## src/hdl/miwb_pkg.sv

```systemverilog
// Package: constants and carriers for the message information word builder
package miwb_pkg;

  // APB register byte offsets
  localparam logic [7:0] CTRL_OFF = 8'h00;
  localparam logic [7:0] STATUS_OFF = 8'h04;
  localparam logic [7:0] LAST_WORD_OFF = 8'h08;
  localparam logic [7:0] LAST_ADDR_OFF = 8'h0C;
  localparam logic [7:0] MSG_COUNT_OFF = 8'h10;

  // Control register field positions and reset value
  localparam int CTRL_GAP_MODE_BIT = 0;
  localparam int CTRL_ENABLE_BIT = 1;
  localparam logic [31:0] CTRL_RESET = 32'h0000_0002;

  // Information word bit positions
  localparam int W_GAP_OR_BROADCAST_FLAG = 13;
  localparam int W_WCT_ERR = 12;
  localparam int W_MSG_ERR = 10;
  localparam int W_WAS_BUSY = 9;
  localparam int W_ILLEGAL = 8;
  localparam int W_TX_ERR = 7;
  localparam int W_RT_RT = 6;
  localparam int W_BUS_ID = 5;

  // Command word fields
  localparam int CW_ADDR_HI = 15;
  localparam int CW_ADDR_LO = 11;
  localparam int CW_TR_BIT = 10;
  localparam int CW_SA_HI = 9;
  localparam int CW_SA_LO = 5;
  localparam logic [4:0] BCAST_ADDR = 5'h1F;
  localparam logic [4:0] MODE_SA_LO = 5'h00;
  localparam logic [4:0] MODE_SA_HI = 5'h1F;

  // Record layout offsets from the data pointer
  localparam logic [15:0] INFO_OFS = 16'h0000;
  localparam logic [15:0] TTAG_OFS = 16'h0001;
  localparam logic [15:0] DATA_OFS = 16'h0002;

  // Message summary from the protocol engine, valid with its strobe
  typedef struct packed {
    logic transmit;
    logic rt_to_rt;
    logic [15:0] first_command_word;
    logic [15:0] second_command_word;
    logic status_valid;
    logic [15:0] status_word;
    logic bus_b;
    logic gap_seen;
    logic broadcast;
    logic extra_words;
    logic short_words;
    logic other_error;
    logic global_busy;
    logic per_command_busy_bit;
    logic illegal_entry;
    logic [15:0] data_pointer;
    logic [15:0] time_tag;
  } miwb_msg_s;

  // Word store request toward shared RAM
  typedef struct packed {
    logic [15:0] addr;
    logic [15:0] data;
  } miwb_ram_wr_s;

endpackage : miwb_pkg

```

## src/hdl/miwb_builder.sv

```systemverilog
// Module: builds and stores the subaddress message information word
//
// Contract
// - Bit 7 on broadcast, receive, mode or repeated-address second command.
// - Bit 7 also on invalid or misaddressed transmitter status word.
// - Receive word bit 6 set only for error-free RT-to-RT transfer.
// - Bit 5 is 0 for bus A, 1 for bus B.
// - Bits 4-0 copy command word count; zero means 32 words.
// - Info word at pointer, time tag at plus one, data from plus two.
// - In gap mode, transmit bit 13 flags activity where gap expected.
// - Otherwise bit 13 flags a broadcast message.
// - Transmit bit 12 flags unexpected data words after transmit command.
// - Bit 10 set whenever bit 12 or bit 13 error arises.
// - Busy answer, global or per command, sets bit 9; no data sent.
// - Bit 8 set when matching illegalization table entry is one.
// - Transmit word bit 6 set only for error-free RT-to-RT transfer.
//
// Chosen here: the address map and the APB slave port.
module miwb_builder (
  input wire logic pclk,
  input wire logic presetn,
  input wire logic clk_en,
  // APB slave
  input wire logic psel,
  input wire logic penable,
  input wire logic pwrite,
  input wire logic [7:0] paddr,
  input wire logic [31:0] pwdata,
  output logic [31:0] prdata,
  output logic pready,
  output logic pslverr,
  // Completed message from the protocol engine
  input wire logic msg_done,
  input wire miwb_pkg::miwb_msg_s msg,
  // Data word fetch for transmit
  input wire logic fetch_req,
  input wire logic [5:0] fetch_index,
  output logic fetch_valid,
  output logic [15:0] fetch_addr,
  output logic send_data,
  // Shared RAM write port
  output logic ram_wr_valid,
  output miwb_pkg::miwb_ram_wr_s ram_wr
);

  // ----------------------------------------------------------------------
  // Helpers
  // ----------------------------------------------------------------------
  function automatic logic [15:0] rec_addr(input logic [15:0] base,
                                           input logic [15:0] ofs);
    rec_addr = base + ofs;
  endfunction : rec_addr

  typedef enum logic [1:0] {
    MIWB_IDLE,
    MIWB_INFO,
    MIWB_TTAG
  } miwb_state_e;

  miwb_state_e state;
  logic [31:0] ctrl;
  logic [15:0] last_word;
  logic [15:0] last_addr;
  logic [15:0] msg_count;
  logic [15:0] info_word;
  logic [15:0] held_ptr;
  logic [15:0] held_ttag;
  logic tx_err;
  logic busy;
  logic err_free;
  logic gap_or_broadcast_flag;
  logic [15:0] active_cw;
  logic gap_mode;
  logic enabled;

  assign gap_mode = ctrl[miwb_pkg::CTRL_GAP_MODE_BIT];
  assign enabled = ctrl[miwb_pkg::CTRL_ENABLE_BIT];

  miwb_tx_err u_tx_err (
    .first_command_word(msg.first_command_word),
    .second_command_word(msg.second_command_word),
    .status_valid(msg.status_valid),
    .status_word(msg.status_word),
    .rt_transfer_tx_error(tx_err)
  );

  // ----------------------------------------------------------------------
  // Information word assembly
  // ----------------------------------------------------------------------
  assign busy = msg.global_busy || msg.per_command_busy_bit;
  assign active_cw = msg.first_command_word;

  always_comb begin
    info_word = 16'h0000;
    gap_or_broadcast_flag = gap_mode ? msg.gap_seen : msg.broadcast;
    if (msg.transmit) begin
      // Bits 15, 14, 11, 7 remain zero; broadcast is no error
      err_free = msg.rt_to_rt && !(gap_mode && msg.gap_seen) &&
        !msg.extra_words && !msg.other_error;
      info_word[miwb_pkg::W_GAP_OR_BROADCAST_FLAG] = gap_or_broadcast_flag;
      info_word[miwb_pkg::W_WCT_ERR] = msg.extra_words;
      info_word[miwb_pkg::W_MSG_ERR] =
        msg.extra_words || (gap_mode && msg.gap_seen);
    end else begin
      err_free = msg.rt_to_rt && !tx_err && !msg.other_error &&
        !msg.short_words && !(gap_mode && msg.gap_seen);
      info_word[miwb_pkg::W_TX_ERR] = msg.rt_to_rt && tx_err;
    end
    info_word[miwb_pkg::W_WAS_BUSY] = busy;
    info_word[miwb_pkg::W_ILLEGAL] = msg.illegal_entry;
    info_word[miwb_pkg::W_RT_RT] = err_free;
    info_word[miwb_pkg::W_BUS_ID] = msg.bus_b;
    info_word[4:0] = active_cw[4:0];
  end

  // ----------------------------------------------------------------------
  // Store sequence: info word, then time tag, after completion
  // ----------------------------------------------------------------------
  always_ff @(posedge pclk or negedge presetn) begin
    if (!presetn) begin
      state <= MIWB_IDLE;
      ram_wr_valid <= 1'b0;
      ram_wr <= '0;
      held_ptr <= 16'h0000;
      held_ttag <= 16'h0000;
      last_word <= 16'h0000;
      last_addr <= 16'h0000;
    end else if (clk_en) begin
      unique case (state)
        MIWB_IDLE: begin
          ram_wr_valid <= 1'b0;
          if (msg_done && enabled) begin
            held_ptr <= msg.data_pointer;
            held_ttag <= msg.time_tag;
            last_word <= info_word;
            ram_wr_valid <= 1'b1;
            ram_wr.addr <= rec_addr(msg.data_pointer,
                                    miwb_pkg::INFO_OFS);
            ram_wr.data <= info_word;
            last_addr <= msg.data_pointer;
            state <= MIWB_INFO;
          end
        end
        MIWB_INFO: begin
          ram_wr_valid <= 1'b1;
          ram_wr.addr <= rec_addr(held_ptr, miwb_pkg::TTAG_OFS);
          ram_wr.data <= held_ttag;
          state <= MIWB_TTAG;
        end
        MIWB_TTAG: begin
          ram_wr_valid <= 1'b0;
          state <= MIWB_IDLE;
        end
      endcase
    end
  end

  // ----------------------------------------------------------------------
  // Transmit data fetch addresses
  // ----------------------------------------------------------------------
  always_ff @(posedge pclk or negedge presetn) begin
    if (!presetn) begin
      fetch_valid <= 1'b0;
      fetch_addr <= 16'h0000;
      send_data <= 1'b0;
    end else if (clk_en) begin
      // Busy answer suppresses every data word
      send_data <= msg.transmit && !busy && enabled;
      fetch_valid <= fetch_req && enabled && !busy;
      fetch_addr <= rec_addr(msg.data_pointer,
        miwb_pkg::DATA_OFS + {10'h000, fetch_index});
    end
  end

  // ----------------------------------------------------------------------
  // APB slave: one wait state, unmapped reads zero with error
  // ----------------------------------------------------------------------
  logic acc;
  logic mapped;
  assign acc = psel && penable && !pready;
  assign mapped = (paddr == miwb_pkg::CTRL_OFF) ||
    (paddr == miwb_pkg::STATUS_OFF) || (paddr == miwb_pkg::LAST_WORD_OFF) ||
    (paddr == miwb_pkg::LAST_ADDR_OFF) || (paddr == miwb_pkg::MSG_COUNT_OFF);

  always_ff @(posedge pclk or negedge presetn) begin
    if (!presetn) begin
      ctrl <= miwb_pkg::CTRL_RESET;
    end else if (clk_en && psel && penable && pready && pwrite &&
                 paddr == miwb_pkg::CTRL_OFF) begin
      // Takes effect at the completing edge, as the master sees it
      ctrl <= {30'h000_0000, pwdata[1:0]};
    end
  end

  always_ff @(posedge pclk or negedge presetn) begin
    if (!presetn) begin
      msg_count <= 16'h0000;
    end else if (clk_en && state == MIWB_INFO) begin
      // Wraps silently; software compares deltas
      msg_count <= msg_count + 16'h0001;
    end
  end

  always_ff @(posedge pclk or negedge presetn) begin
    if (!presetn) begin
      pready <= 1'b0;
      pslverr <= 1'b0;
      prdata <= 32'h0000_0000;
    end else if (clk_en) begin
      pready <= acc;
      pslverr <= acc && !mapped;
      prdata <= 32'h0000_0000;
      if (acc && !pwrite) begin
        unique case (paddr)
          miwb_pkg::CTRL_OFF: prdata <= ctrl;
          miwb_pkg::STATUS_OFF:
            prdata <= {30'h000_0000, state != MIWB_IDLE, send_data};
          miwb_pkg::LAST_WORD_OFF: prdata <= {16'h0000, last_word};
          miwb_pkg::LAST_ADDR_OFF: prdata <= {16'h0000, last_addr};
          miwb_pkg::MSG_COUNT_OFF: prdata <= {16'h0000, msg_count};
          default: prdata <= 32'h0000_0000;
        endcase
      end
    end
  end

endmodule : miwb_builder

```

## src/hdl/miwb_tx_err.sv

```systemverilog
// Module: RT-RT transmitter error detection on the second command word and status word
module miwb_tx_err (
  input wire logic [15:0] first_command_word,
  input wire logic [15:0] second_command_word,
  input wire logic status_valid,
  input wire logic [15:0] status_word,
  output logic rt_transfer_tx_error
);

  logic [4:0] addr1;
  logic [4:0] addr2;
  logic [4:0] sa2;
  logic cw2_bad;
  logic stat_bad;

  assign addr1 = first_command_word[miwb_pkg::CW_ADDR_HI:miwb_pkg::CW_ADDR_LO];
  assign addr2 =
    second_command_word[miwb_pkg::CW_ADDR_HI:miwb_pkg::CW_ADDR_LO];
  assign sa2 = second_command_word[miwb_pkg::CW_SA_HI:miwb_pkg::CW_SA_LO];

  assign cw2_bad = (addr2 == miwb_pkg::BCAST_ADDR) ||
    !second_command_word[miwb_pkg::CW_TR_BIT] ||
    (sa2 == miwb_pkg::MODE_SA_LO) || (sa2 == miwb_pkg::MODE_SA_HI) ||
    ((addr2 == addr1) && (addr1 != miwb_pkg::BCAST_ADDR));
  assign stat_bad = !status_valid ||
    (status_word[miwb_pkg::CW_ADDR_HI:miwb_pkg::CW_ADDR_LO] != addr2);
  assign rt_transfer_tx_error = cw2_bad || stat_bad;

endmodule : miwb_tx_err
```

## config.mk

```make
export PLATFORM = sky130hd
export DESIGN_NAME = miwb_builder
export DESIGN_NICKNAME = d
export VERILOG_FILES = /design/src/hdl/miwb_pkg.sv /design/src/hdl/miwb_builder.sv /design/src/hdl/miwb_tx_err.sv
export SDC_FILE = /design/constraint.sdc
export NUM_CORES = 1
export LEC_CHECK = 0
export BUFFER_PORTS_ARGS = -buffer_cell sky130_fd_sc_hd__buf_2
export CAP_MARGIN = 0
export CORE_MARGIN = 2
export CORE_UTILIZATION = 55
export DETAILED_ROUTE_END_ITERATION = 12
export GPL_ROUTABILITY_DRIVEN = 0
export PLACE_DENSITY = 0.86
export SETUP_SLACK_MARGIN = 0.5
export SYNTH_ARGS = -nofsm -noshare
export SYNTH_HDL_FRONTEND = slang
export SYNTH_SLANG_ARGS = --single-unit
```

## constraint.sdc

```tcl
create_clock -name pclk -period 4.5 [get_ports pclk]
set_clock_uncertainty 0.1 [all_clocks]
set_input_delay 0.675 -clock pclk [delete_from_list [all_inputs] [get_ports pclk]]
set_output_delay 0.675 -clock pclk [all_outputs]
set_load 0.02 [all_outputs]
```

# --- Yosys cells after proc, flatten, opt, wreduce, memory -nomap -nowiden ---
# Index checks and enable logic that the tools add are counted.
# W data, S select, Z words.
op_classes:
  add_sub_neg: 4
  eq_ne: 12
  mux: 13
  reduce_logical: 56
op_table:
  columns: ["cell", "n"]
  rows:
  - ["$pmux W16 S5", 1]
  - ["$pmux W32 S2", 1]
  - ["$add A16 B1 Y16 const B", 2]
  - ["$mux W32", 1]
  - ["$logic_and A1 B1 Y1", 25]
  - ["$add A16 B7 Y16", 1]
  - ["$eq A8 B4 Y1 const B", 2]
  - ["$mux W16", 1]
  - ["$logic_or A1 B1 Y1", 12]
  - ["$logic_not A1 Y1", 11]
  - ["$eq A5 B5 Y1 const B", 2]
  - ["$eq A8 B3 Y1 const B", 1]
  - ["$eq A8 B5 Y1 const B", 1]
  - ["$logic_not A8 Y1", 1]
  - ["$add A2 B6 Y7 const A", 1]
  - ["$pmux W2 S3", 1]
  - ["$reduce_and A3 Y1", 2]
  - ["$eq A5 B5 Y1", 1]
  - ["$logic_not A5 Y1", 1]
  - ["$mux W1", 5]
  - ["$ne A5 B5 Y1", 1]
  - ["$ne A5 B5 Y1 const B", 1]
  - ["$mux W2", 2]
  - ["$reduce_bool A2 Y1", 2]
  - ["other kinds (6)", 6]
totals:
  ff_bits: 150
  input_bits: 146
  output_inout_bits: 85
  elab_cells: 100

# --- Longest topological paths before layout ---
# Gate-level depths: netlist of run 1.
logic_depth:
  ltp_word: 14
  ltp_mapped: 11
  mapped_depth_nobuf: 11

# --- Hierarchy ---
# Synthesis of run 1 repeated with hierarchy kept, for this count alone.
unflattened:
  hier_cells: 732
  area_unflattened_um2: 6914.1
by_module_without_submodules:
  columns: ["module", "n_inst", "cells_each", "area_each_um2", "seq_area_each_um2"]
  rows:
  - ["miwb_builder", 1, 710, 6754.0, 3354.5]
  - ["miwb_tx_err", 1, 22, 160.2, 0.0]

# --- Worst setup path after synthesis of run 1 ---
# OpenSTA, ideal clock, no wires.
synth_path:
  path_type: "input port to flip-flop"
  startpoint: "input msg[17] (netlist name)"
  endpoint: "register fetch_addr[11]"
  setup_time_ps: 66
  t_arrival_ps: 2566
  t_required_ps: 4334
  path_slack_ps: 1768
  cell_stages: 11
  n_path_buf: 0
  path_cell_list: "inv_1 ha_1 inv_1 ha_1 inv_1 fa_1 nor2b_1 o21ai_0 a21o_1 a2111oi_0 a221o_1"
synth_between:
  elab_chain_cells: 1
synth_rtl:
  columns: ["item", "line", "source"]
  rows:
  - ["start, declared", "miwb_builder.sv:34", "input wire miwb_pkg::miwb_msg_s msg,"]
  - ["$add A16 B7 Y16", "miwb_builder.sv:51", "rec_addr = base + ofs;"]
  - ["end signal, assigned", "miwb_builder.sv:170", "fetch_addr <= rec_addr(msg.data_pointer,"]
  - ["end, declared", "miwb_builder.sv:39", "output logic [15:0] fetch_addr,"]
# Every way passes these cells.
# A chain may end at the register's enable or synchronous reset.

# --- Final worst setup path of run 1 ---
layout_path:
  startpoint: "input paddr[0]"
  endpoint: "register prdata[8]"
layout_between:
  elab_chain_cells: 3
  elab_cells_between_ends: 7
  cone_classes: "eq/ne (4); mux (2); reduce/logical (1)"
layout_rtl:
  columns: ["item", "line", "source"]
  rows:
  - ["start, declared", "miwb_builder.sv:27", "input wire logic [7:0] paddr,"]
  - ["$eq A8 B5 Y1 (tied with other cells)", "miwb_builder.sv:214", "unique case (paddr)"]
  - ["$pmux W16 S5 *", "miwb_builder.sv:214", null]
  - ["$mux W16 *", "miwb_builder.sv:213", "if (acc && !pwrite) begin"]
  - ["end signal, assigned", "miwb_builder.sv:215", "miwb_pkg::CTRL_OFF: prdata <= ctrl;"]
  - ["end signal, assigned", "miwb_builder.sv:217", "prdata <= {30'h000_0000, state != MIWB_IDLE, send_data};"]
  - ["end signal, assigned", "miwb_builder.sv:218", "miwb_pkg::LAST_WORD_OFF: prdata <= {16'h0000, last_word};"]
  - ["end, declared", "miwb_builder.sv:29", "output logic [31:0] prdata,"]
# Every way passes the cells marked *; elsewhere a longest branch is shown, timed or not.

==> results.sh, run 1 <==
export IMPL_status="finished clean"
export IMPL_drc=0
export IMPL_cts_max_level=4
export IMPL_endpoint="prdata[8]"
export IMPL_grt_max_degree=113
export IMPL_synthXorXnorAreaFrac_pct=5.01
export IMPL_place_hpwl_microns=12600
export IMPL_dominantRegCellSynth="dfrtp_1"
export IMPL_clkTransAtPathRegs_ns=0.05
export IMPL_ff2ff_path_depth=7
export IMPL_ys_seq_area_share_pct=48.0
export IMPL_grt_total_usage_pct=27.6
export IMPL_regToRegStartpoint="state[1]"
export IMPL_gr_total_overflow=0
export IMPL_cts_resized=0
export IMPL_cp_slowest_cell="nor4b_2"
export IMPL_cts_setup_buffers=0
export IMPL_clockBufferDepth=2
export IMPL_maxSlewViolCount=0
export IMPL_tightestPinTransition_ns=1.05
export IMPL_cp_max_fo=14
export IMPL_ys_async_sr_fraction_pct=100
export IMPL_critical_path_arrival_ns=2.93
export IMPL_synthCells=739
export IMPL_final_nets=1053
export IMPL_detail_route_vias_per_cell=5.65
export IMPL_fmaxAchievable_mhz=371
export IMPL_antenna_left=0
export IMPL_antenna_found_initial=0
export IMPL_die_area_sq_mm=0.0136
export IMPL_fin_setup_tns_ns=0
export IMPL_hold_class="input port to async pin"
export IMPL_startpoint="paddr[0]"
export IMPL_vias=6052
export IMPL_p_per_area_mw_per_mm2=457
export IMPL_routed_wl_microns=18000
export IMPL_finalSetupViolations=0
export IMPL_syn_avg_cell_area_sq_um=9.47
export IMPL_die_h_microns=117
export IMPL_reg2reg_slack_ns=2.16
export IMPL_numCtsBuffers=17
export IMPL_rsz0062_at_grt="false"
export IMPL_clock_latency_ns=0.42
export IMPL_dr_pass1_iters=5
export IMPL_dp_cells=1043
export IMPL_final_cells=1072
export IMPL_max_slew_margin_pct=30.0
export IMPL_hold_violations=0
export IMPL_vdd_drop_max_mv=0.295
export IMPL_synthDistinctLibCells=58
export IMPL_io_buffers=162
export IMPL_synth_warnings=0
export IMPL_layout_commonest_cell="nand2_1"
export IMPL_synth_mux_area_share_pct=3.99
export IMPL_coreArea_sq_mm=0.0125
export IMPL_clock_root_buffer="clkbuf_16"
export IMPL_holdBufCountCts=0
export IMPL_fin_crit_sh_pct=59.8
export IMPL_layout_common_cells="nand2_1 (175), buf_2 (161), dfrtp_1 (133), o21ai_0 (55), inv_1 (25)"
export IMPL_clock_sinks=134
export IMPL_drive_gt1_share_pct=24.8
export IMPL_cpPeakStageDelay_ns=0.87
export IMPL_grt_pass1_vias=5757
export IMPL_synth_compound_area_share_pct=16.0
export IMPL_critical_path_class="input port to flop"
export IMPL_crit_chain="buf_2 -> or4_4 -> nor2_2 -> buf_4 -> nor4b_2 -> a22oi_1 -> o2bb2ai_2"
export IMPL_ys_ff_latch=134
export IMPL_crit_path_start_kind="input port"
export IMPL_yosys_area_share_simple_pct=18.4
export IMPL_row_count=41
export IMPL_reg2reg_to="msg_count[12]"
export IMPL_synth_top_family_by_area="simple AND/OR/NAND/NOR gates"
export IMPL_fp_dieW_microns=117
export IMPL_cts_tree="done"
export IMPL_synthAdderAreaFrac_pct=3.15
export IMPL_antenna_cells=0
export IMPL_grt_pass1_wl_microns=28800
export IMPL_syn_area_sq_mm=0.00700
export IMPL_period_needed_ns=2.69
export IMPL_cp_end_kind="flop"
export IMPL_leakage_nw=4.20
export IMPL_cp_required_ns=4.74
export IMPL_post_drt_wl_per_cell_microns=16.8
export IMPL_synth_edf_count=0
export IMPL_drv_cap=0
export IMPL_boundaryPins=231
export IMPL_area_growth_pct=20.3
export IMPL_start_util_pct=55.9
export IMPL_first_iter_violations=457
## stage by stage
step,worst slack [ns],utilization (%),power [W],hold WS [ns],cell area [sq um]
detailed placement,1.45,62.9,0.00254,0.361,7870
finish,1.81,67.3,0.00385,0.248,8420
floorplan,1.77,-,0.00218,0.279,7050
CTS,1.84,67.3,0.00386,0.338,8420
global placement,1.51,62.9,0.00251,0.356,7870
global route,1.65,67.3,0.00404,0.352,8420
## critical path, delay by kind of cell
family / cells / cell delay [ns]
and+or+nand+nor: 3 / 1.49
AOI/OAI and AO/OA: 2 / 0.46
buffers and inverters: 2 / 0.30
## cell type report
class | count | area [sq um]
clock buffers | 24 | 472
clock inverters | 5 | 75.1
flip-flops and latches | 134 | 3350
inverters | 25 | 93.8
multi-input cells | 542 | 3330
well taps | 172 | 215
repair buffers | 170 | 877
fillers | 1045 | 4100
## registers in the layout (all words and copies together) (netlist names)
| register | flops |
|---|---|
| pready | 1 |
| ctrl | 2 |
| msg_count | 16 |
| prdata | 16 |
| held_ptr | 16 |
| state | 2 |
| held_ttag | 16 |
| pslverr | 1 |
| ram_wr_valid | 1 |
| send_data | 1 |
| ram_wr | 32 |
| last_word | 13 |
| fetch_valid | 1 |
| fetch_addr | 16 |
## metal layers
metal,GRT usage [%],up-vias,share of wire (%)
met1,36.4,2899,41
met3,5.77,60,6.9
met4,14.2,0,4.4
met5,0,-,0
li1,-,2853,-
met2,43.3,240,48
## power by group
group,switching [W],internal [W]
Clock,0.000479,0.000832
Sequential,0.000121,0.00139
Combinational,0.000669,0.000361
Total,0.00127,0.00258
## synth_stat cells, types with 6 or more instances
| master | number | area share (%) |
|---|---|---|
| a22oi_1 | 14 | 1.5 |
| o21ai_0 | 56 | 4.0 |
| ha_1 | 16 | 2.9 |
| a21oi_1 | 19 | 1.4 |
| nor4_1 | 6 | 0.54 |
| clkbuf_1 | 27 | 1.4 |
| xnor2_1 | 21 | 2.6 |
| o31ai_1 | 7 | 0.75 |
| nand3_1 | 16 | 1.1 |
| buf_4 | 19 | 2.0 |
| nor2_1 | 24 | 1.3 |
| xor2_1 | 19 | 2.4 |
| nor3_1 | 9 | 0.64 |
| mux2i_1 | 20 | 2.9 |
| and3_1 | 8 | 0.72 |
| inv_1 | 25 | 1.3 |
| o2bb2ai_1 | 6 | 0.75 |
| mux2_2 | 7 | 1.1 |
| a22o_1 | 11 | 1.4 |
| dfrtp_1 | 133 | 48 |
| nand4_1 | 15 | 1.3 |
| o2bb2ai_2 | 10 | 2.1 |
| a21o_1 | 10 | 1.1 |
| nand2_1 | 175 | 9.4 |
## logic make-up after synthesis
group                    after synthesis
AO/OA/AOI/OAI                        159
XOR/XNOR                              40
adder cells (fa/ha/maj)               17
buffers and inverters                 78
flip-flops                           134
multiplexers                          27
other                                  1
AND/OR/NAND/NOR                      283
## worst min path at each step
stage	startpoint	end	slack, ns	depth (start not counted)
final	presetn	fetch_addr[6]	0.25	1
after global routing	msg[0]	held_ttag[0]	0.35	3
after CTS	msg[1]	held_ttag[1]	0.34	3
after detailed placement	ram_wr[28]	ram_wr[28]	0.36	1
after global placement	ram_wr[25]	ram_wr[25]	0.36	2
after floorplan	presetn	ctrl[0]	0.28	0
Note: power is estimated with default switching activity, not from simulation.
==> inputs of run 2 (changes only) <==
--- a/config.mk
+++ b/config.mk
@@ -5,13 +5,14 @@
 export SDC_FILE = /design/constraint.sdc
 export NUM_CORES = 1
 export LEC_CHECK = 0
+export ABC_AREA = 1
 export BUFFER_PORTS_ARGS = -buffer_cell sky130_fd_sc_hd__buf_2
 export CAP_MARGIN = 0
 export CORE_MARGIN = 2
-export CORE_UTILIZATION = 55
+export CORE_UTILIZATION = 46
 export DETAILED_ROUTE_END_ITERATION = 12
 export GPL_ROUTABILITY_DRIVEN = 0
-export PLACE_DENSITY = 0.86
+export PLACE_DENSITY = 0.76
 export SETUP_SLACK_MARGIN = 0.5
 export SYNTH_ARGS = -nofsm -noshare
 export SYNTH_HDL_FRONTEND = slang
==> constraint.sdc (replaced) <==
create_clock -name pclk -period 2.18 [get_ports pclk]
set_clock_uncertainty 0.1 [all_clocks]
set_input_delay 0.327 -clock pclk [delete_from_list [all_inputs] [get_ports pclk]]
set_output_delay 0.327 -clock pclk [all_outputs]
set_load 0.02 [all_outputs]
==> results.sh, run 2 <==
export IMPL_status="finished clean"
export IMPL_synth_most_common_cell="nand2_1"
export IMPL_cp_slowest_cell="dfrtp_1"
export IMPL_power_internal_w=0.00668
export IMPL_rsz0062_at_grt="true"
export IMPL_synthCells=920
export IMPL_yosys_area_share_simple_pct=26.4
export IMPL_synth_area_leaders="dfrtp_1 (47%), nand2_1 (16%), o21ai_0 (5.4%), inv_1 (4.9%), nor2_1 (3.4%)"
export IMPL_clock_root_buffer="clkbuf_16"
export IMPL_dr_pass1_iters=5
export IMPL_row_count=45
export IMPL_boundaryPins=231
export IMPL_min_path_cells=3
export IMPL_cp_max_fo=25
export IMPL_synthDistinctLibCells=37
export IMPL_antenna_found_initial=0
export IMPL_hold_violations=0
export IMPL_synth_top_family_by_area="simple AND/OR/NAND/NOR gates"
export IMPL_synth_warnings=0
export IMPL_clockBufferDepth=2
export IMPL_multi_input_area_sq_mm=0.00351
export IMPL_crit_family="compound AO/OA/AOI/OAI gates"
export IMPL_fin_ws_ns=0.295
export IMPL_p_per_area_mw_per_mm2=1160
export IMPL_p_sw_w=0.00445
export IMPL_synthXorXnorAreaFrac_pct=3.33
export IMPL_syn_avg_cell_area_sq_um=7.73
export IMPL_start_util_pct=46.9
export IMPL_largest_register_ffs=32
export IMPL_cp_end_kind="flop"
export IMPL_cts_max_level=4
export IMPL_cpPeakStageDelay_ns=0.39
export IMPL_final_nets=1294
export IMPL_ys_ff_latch=134
export IMPL_largest_register="ram_wr"
export IMPL_area_growth_pct=34.6
export IMPL_fin_crit_sh_pct=86.5
export IMPL_gr_total_overflow=0
export IMPL_seq_area_sq_mm=0.00336
export IMPL_critPathBufInv=3
export IMPL_numCtsBuffers=17
export IMPL_hold_class="input port to flop"
export IMPL_antenna_left=0
export IMPL_place_hpwl_microns=14400
export IMPL_crit_chain="inv_2 -> ha_4 -> inv_6 -> o21ai_4 -> nor2_4 -> nor2_8 -> inv_6 -> o211ai_1 -> nand2_1"
export IMPL_grt_max_degree=55
export IMPL_drv_cap=0
export IMPL_ys_seq_area_share_pct=47.2
export IMPL_synth_top_area_cell="dfrtp_1"
export IMPL_clock_latency_ns=0.42
export IMPL_cts_tree="done"
export IMPL_clock_sinks=134
export IMPL_synth_edf_count=0
export IMPL_pwr_share_comb_pct=41.0
export IMPL_die_area_sq_mm=0.0165
export IMPL_routed_wl_microns=21200
export IMPL_grt_pass1_vias=6431
export IMPL_antenna_cells=0
export IMPL_dominantRegCellSynth="dfrtp_1"
export IMPL_critical_path_class="flop to flop"
export IMPL_yosys_top_cells_count="nand2_1 (311), dfrtp_1 (133), inv_1 (93), o21ai_0 (77), nor2_1 (65)"
export IMPL_layout_commonest_cell="nand2_1"
export IMPL_synthAdderAreaFrac_pct=3.10
export IMPL_critical_path_arrival_ns=2.08
export IMPL_grt_total_usage_pct=25.1
export IMPL_maxSlewViolCount=0
export IMPL_fp_dieW_microns=128
export IMPL_fill_cells=1249
export IMPL_die_h_microns=128
export IMPL_crit_path_start_kind="flop"
export IMPL_ys_async_sr_fraction_pct=100
export IMPL_netlist_area_leader_share_pct=46.8
export IMPL_cpMostUsedCell="inv_6"
export IMPL_vias=7003
export IMPL_syn_area_sq_mm=0.00711
export IMPL_first_iter_violations=637
export IMPL_synth_mux_area_share_pct=0.158
export IMPL_fmaxAchievable_mhz=530
export IMPL_grt_pass1_wl_microns=32000
export IMPL_power_share_clock_pct=23.8
export IMPL_vdd_drop_max_mv=0.762
export IMPL_tightestPinTransition_ns=0.563
export IMPL_dp_cells=1263
export IMPL_max_slew_margin_pct=62.4
export IMPL_pre_cts_ws_ns=-0.167
export IMPL_clkTransAtPathRegs_ns=0.05
export IMPL_io_buffers=162
export IMPL_final_cells=1331
export IMPL_detail_route_vias_per_cell=5.26
export IMPL_coreArea_sq_mm=0.0151
export IMPL_cp_depth=9
export IMPL_leakage_nw=4.96
export IMPL_finalSetupViolations=0
export IMPL_layout_common_cells="nand2_1 (293), buf_2 (159), dfrtp_1 (132), inv_1 (83), o21ai_0 (60)"
export IMPL_synth_compound_area_share_pct=10.9
export IMPL_post_drt_wl_per_cell_microns=15.9
export IMPL_p_sw_share_pct=40.0
export IMPL_ff2ff_path_depth=9
export IMPL_period_needed_ns=1.89
export IMPL_drive_gt1_share_pct=28.9
export IMPL_fin_setup_tns_ns=0
export IMPL_cp_required_ns=2.38
export IMPL_pwr_share_seq_pct=35.1
export IMPL_drc=0
==> run 2: cell types whose count changed after synthesis, sizes merged, moves of 13 or more <==
cell     before  now
a22oi        14    1
xnor2        21    5
nand3        16   39
nor2         25   68
mux2i        20    0
o21ai        56   78
inv          25   96
nand2       175  312
o2bb2ai      16    0
==> run 2: cells by family (layout without fill, tap and decap cells) <==
group	count (synthesis)	count (layout)
AND/OR/NAND/NOR	455	455
buffers and inverters	144	352
AO/OA/AOI/OAI	141	141
flip-flops	134	134
XOR/XNOR	27	27
adder cells (fa/ha/maj)	17	17
other	1	16
multiplexers	1	1
==> run 2: metrics by stage <==
| stage | util [%] | instance area, sq um | power [W] | hold WS, ns |
|---|---|---|---|---|
| floorplan | - | 7340 | 0.00625 | -0.0686 |
| global placement | 55.2 | 8350 | 0.00741 | 0.181 |
| CTS | 61.2 | 9270 | 0.0107 | 0.00240 |
| finish | 63.2 | 9570 | 0.0111 | 0.00754 |
| detailed placement | 55.2 | 8350 | 0.00751 | 0.182 |
| global route | 63.2 | 9570 | 0.0117 | 0.0106 |
==> run 2: worst paths after layout <==
check	startpoint	endpoint	slack [ns]
max	state[1]	ram_wr[19]	0.29
min	msg[1]	held_ttag[1]	0.008
max reg2reg	state[1]	ram_wr[19]	0.29
min reg2reg	held_ttag[9]	held_ttag[9]	0.36
min in group asynchronous	presetn	fetch_addr[10]	0.29
max in group asynchronous	presetn	held_ptr[3]	1.04
==> run 2: worst register-to-register path, stage by stage, from the launching register on <==
cell and delay, ns:
dfrtp_1 0.39, inv_2 0.10, ha_4 0.16, inv_6 0.03, o21ai_4 0.28, nor2_4 0.12
nor2_8 0.23, inv_6 0.13, o211ai_1 0.15, nand2_1 0.08
==> run 2: per-layer routing <==
layer	GRT usage (%)	vias up	share of wire, %
met3	5.68	40	8.0
met5	0	-	0
met4	8.79	0	2.4
li1	-	3343	-
met1	34.5	3284	42
met2	39.4	336	48
==> run 2: what timing repair did <==
action / 4_1_cts / 5_1_grt
hold buffers: 5 / 0
endpoints found under the hold margin: 44 / 0
buffers inserted: 16 / 10
pin swaps: 14 / 24
setup endpoints to repair: 75 / 84
cloned: 2 / 4
resized for setup: 44 / 49
==> run 2: final cells by class <==
class | count | area share, %
repair buffers | 222 | 15.8
clock buffers | 21 | 4.81
clock inverters | 10 | 0.850
well taps | 188 | 2.46
inverters | 99 | 4.30
multi-input cells | 657 | 36.7
flip-flops and latches | 134 | 35.1
==> run 2: power groups by stage <==
stage	logic (W)	clock network [W]	registers [W]
4_1_cts	0.00413	0.00268	0.00386
2_1_floorplan	0.00209	0	0.00416
3_3_place_gp	0.00354	0	0.00387
5_1_grt	0.00494	0.00280	0.00399
6_report	0.00457	0.00265	0.00391
3_5_place_dp	0.00363	0	0.00388
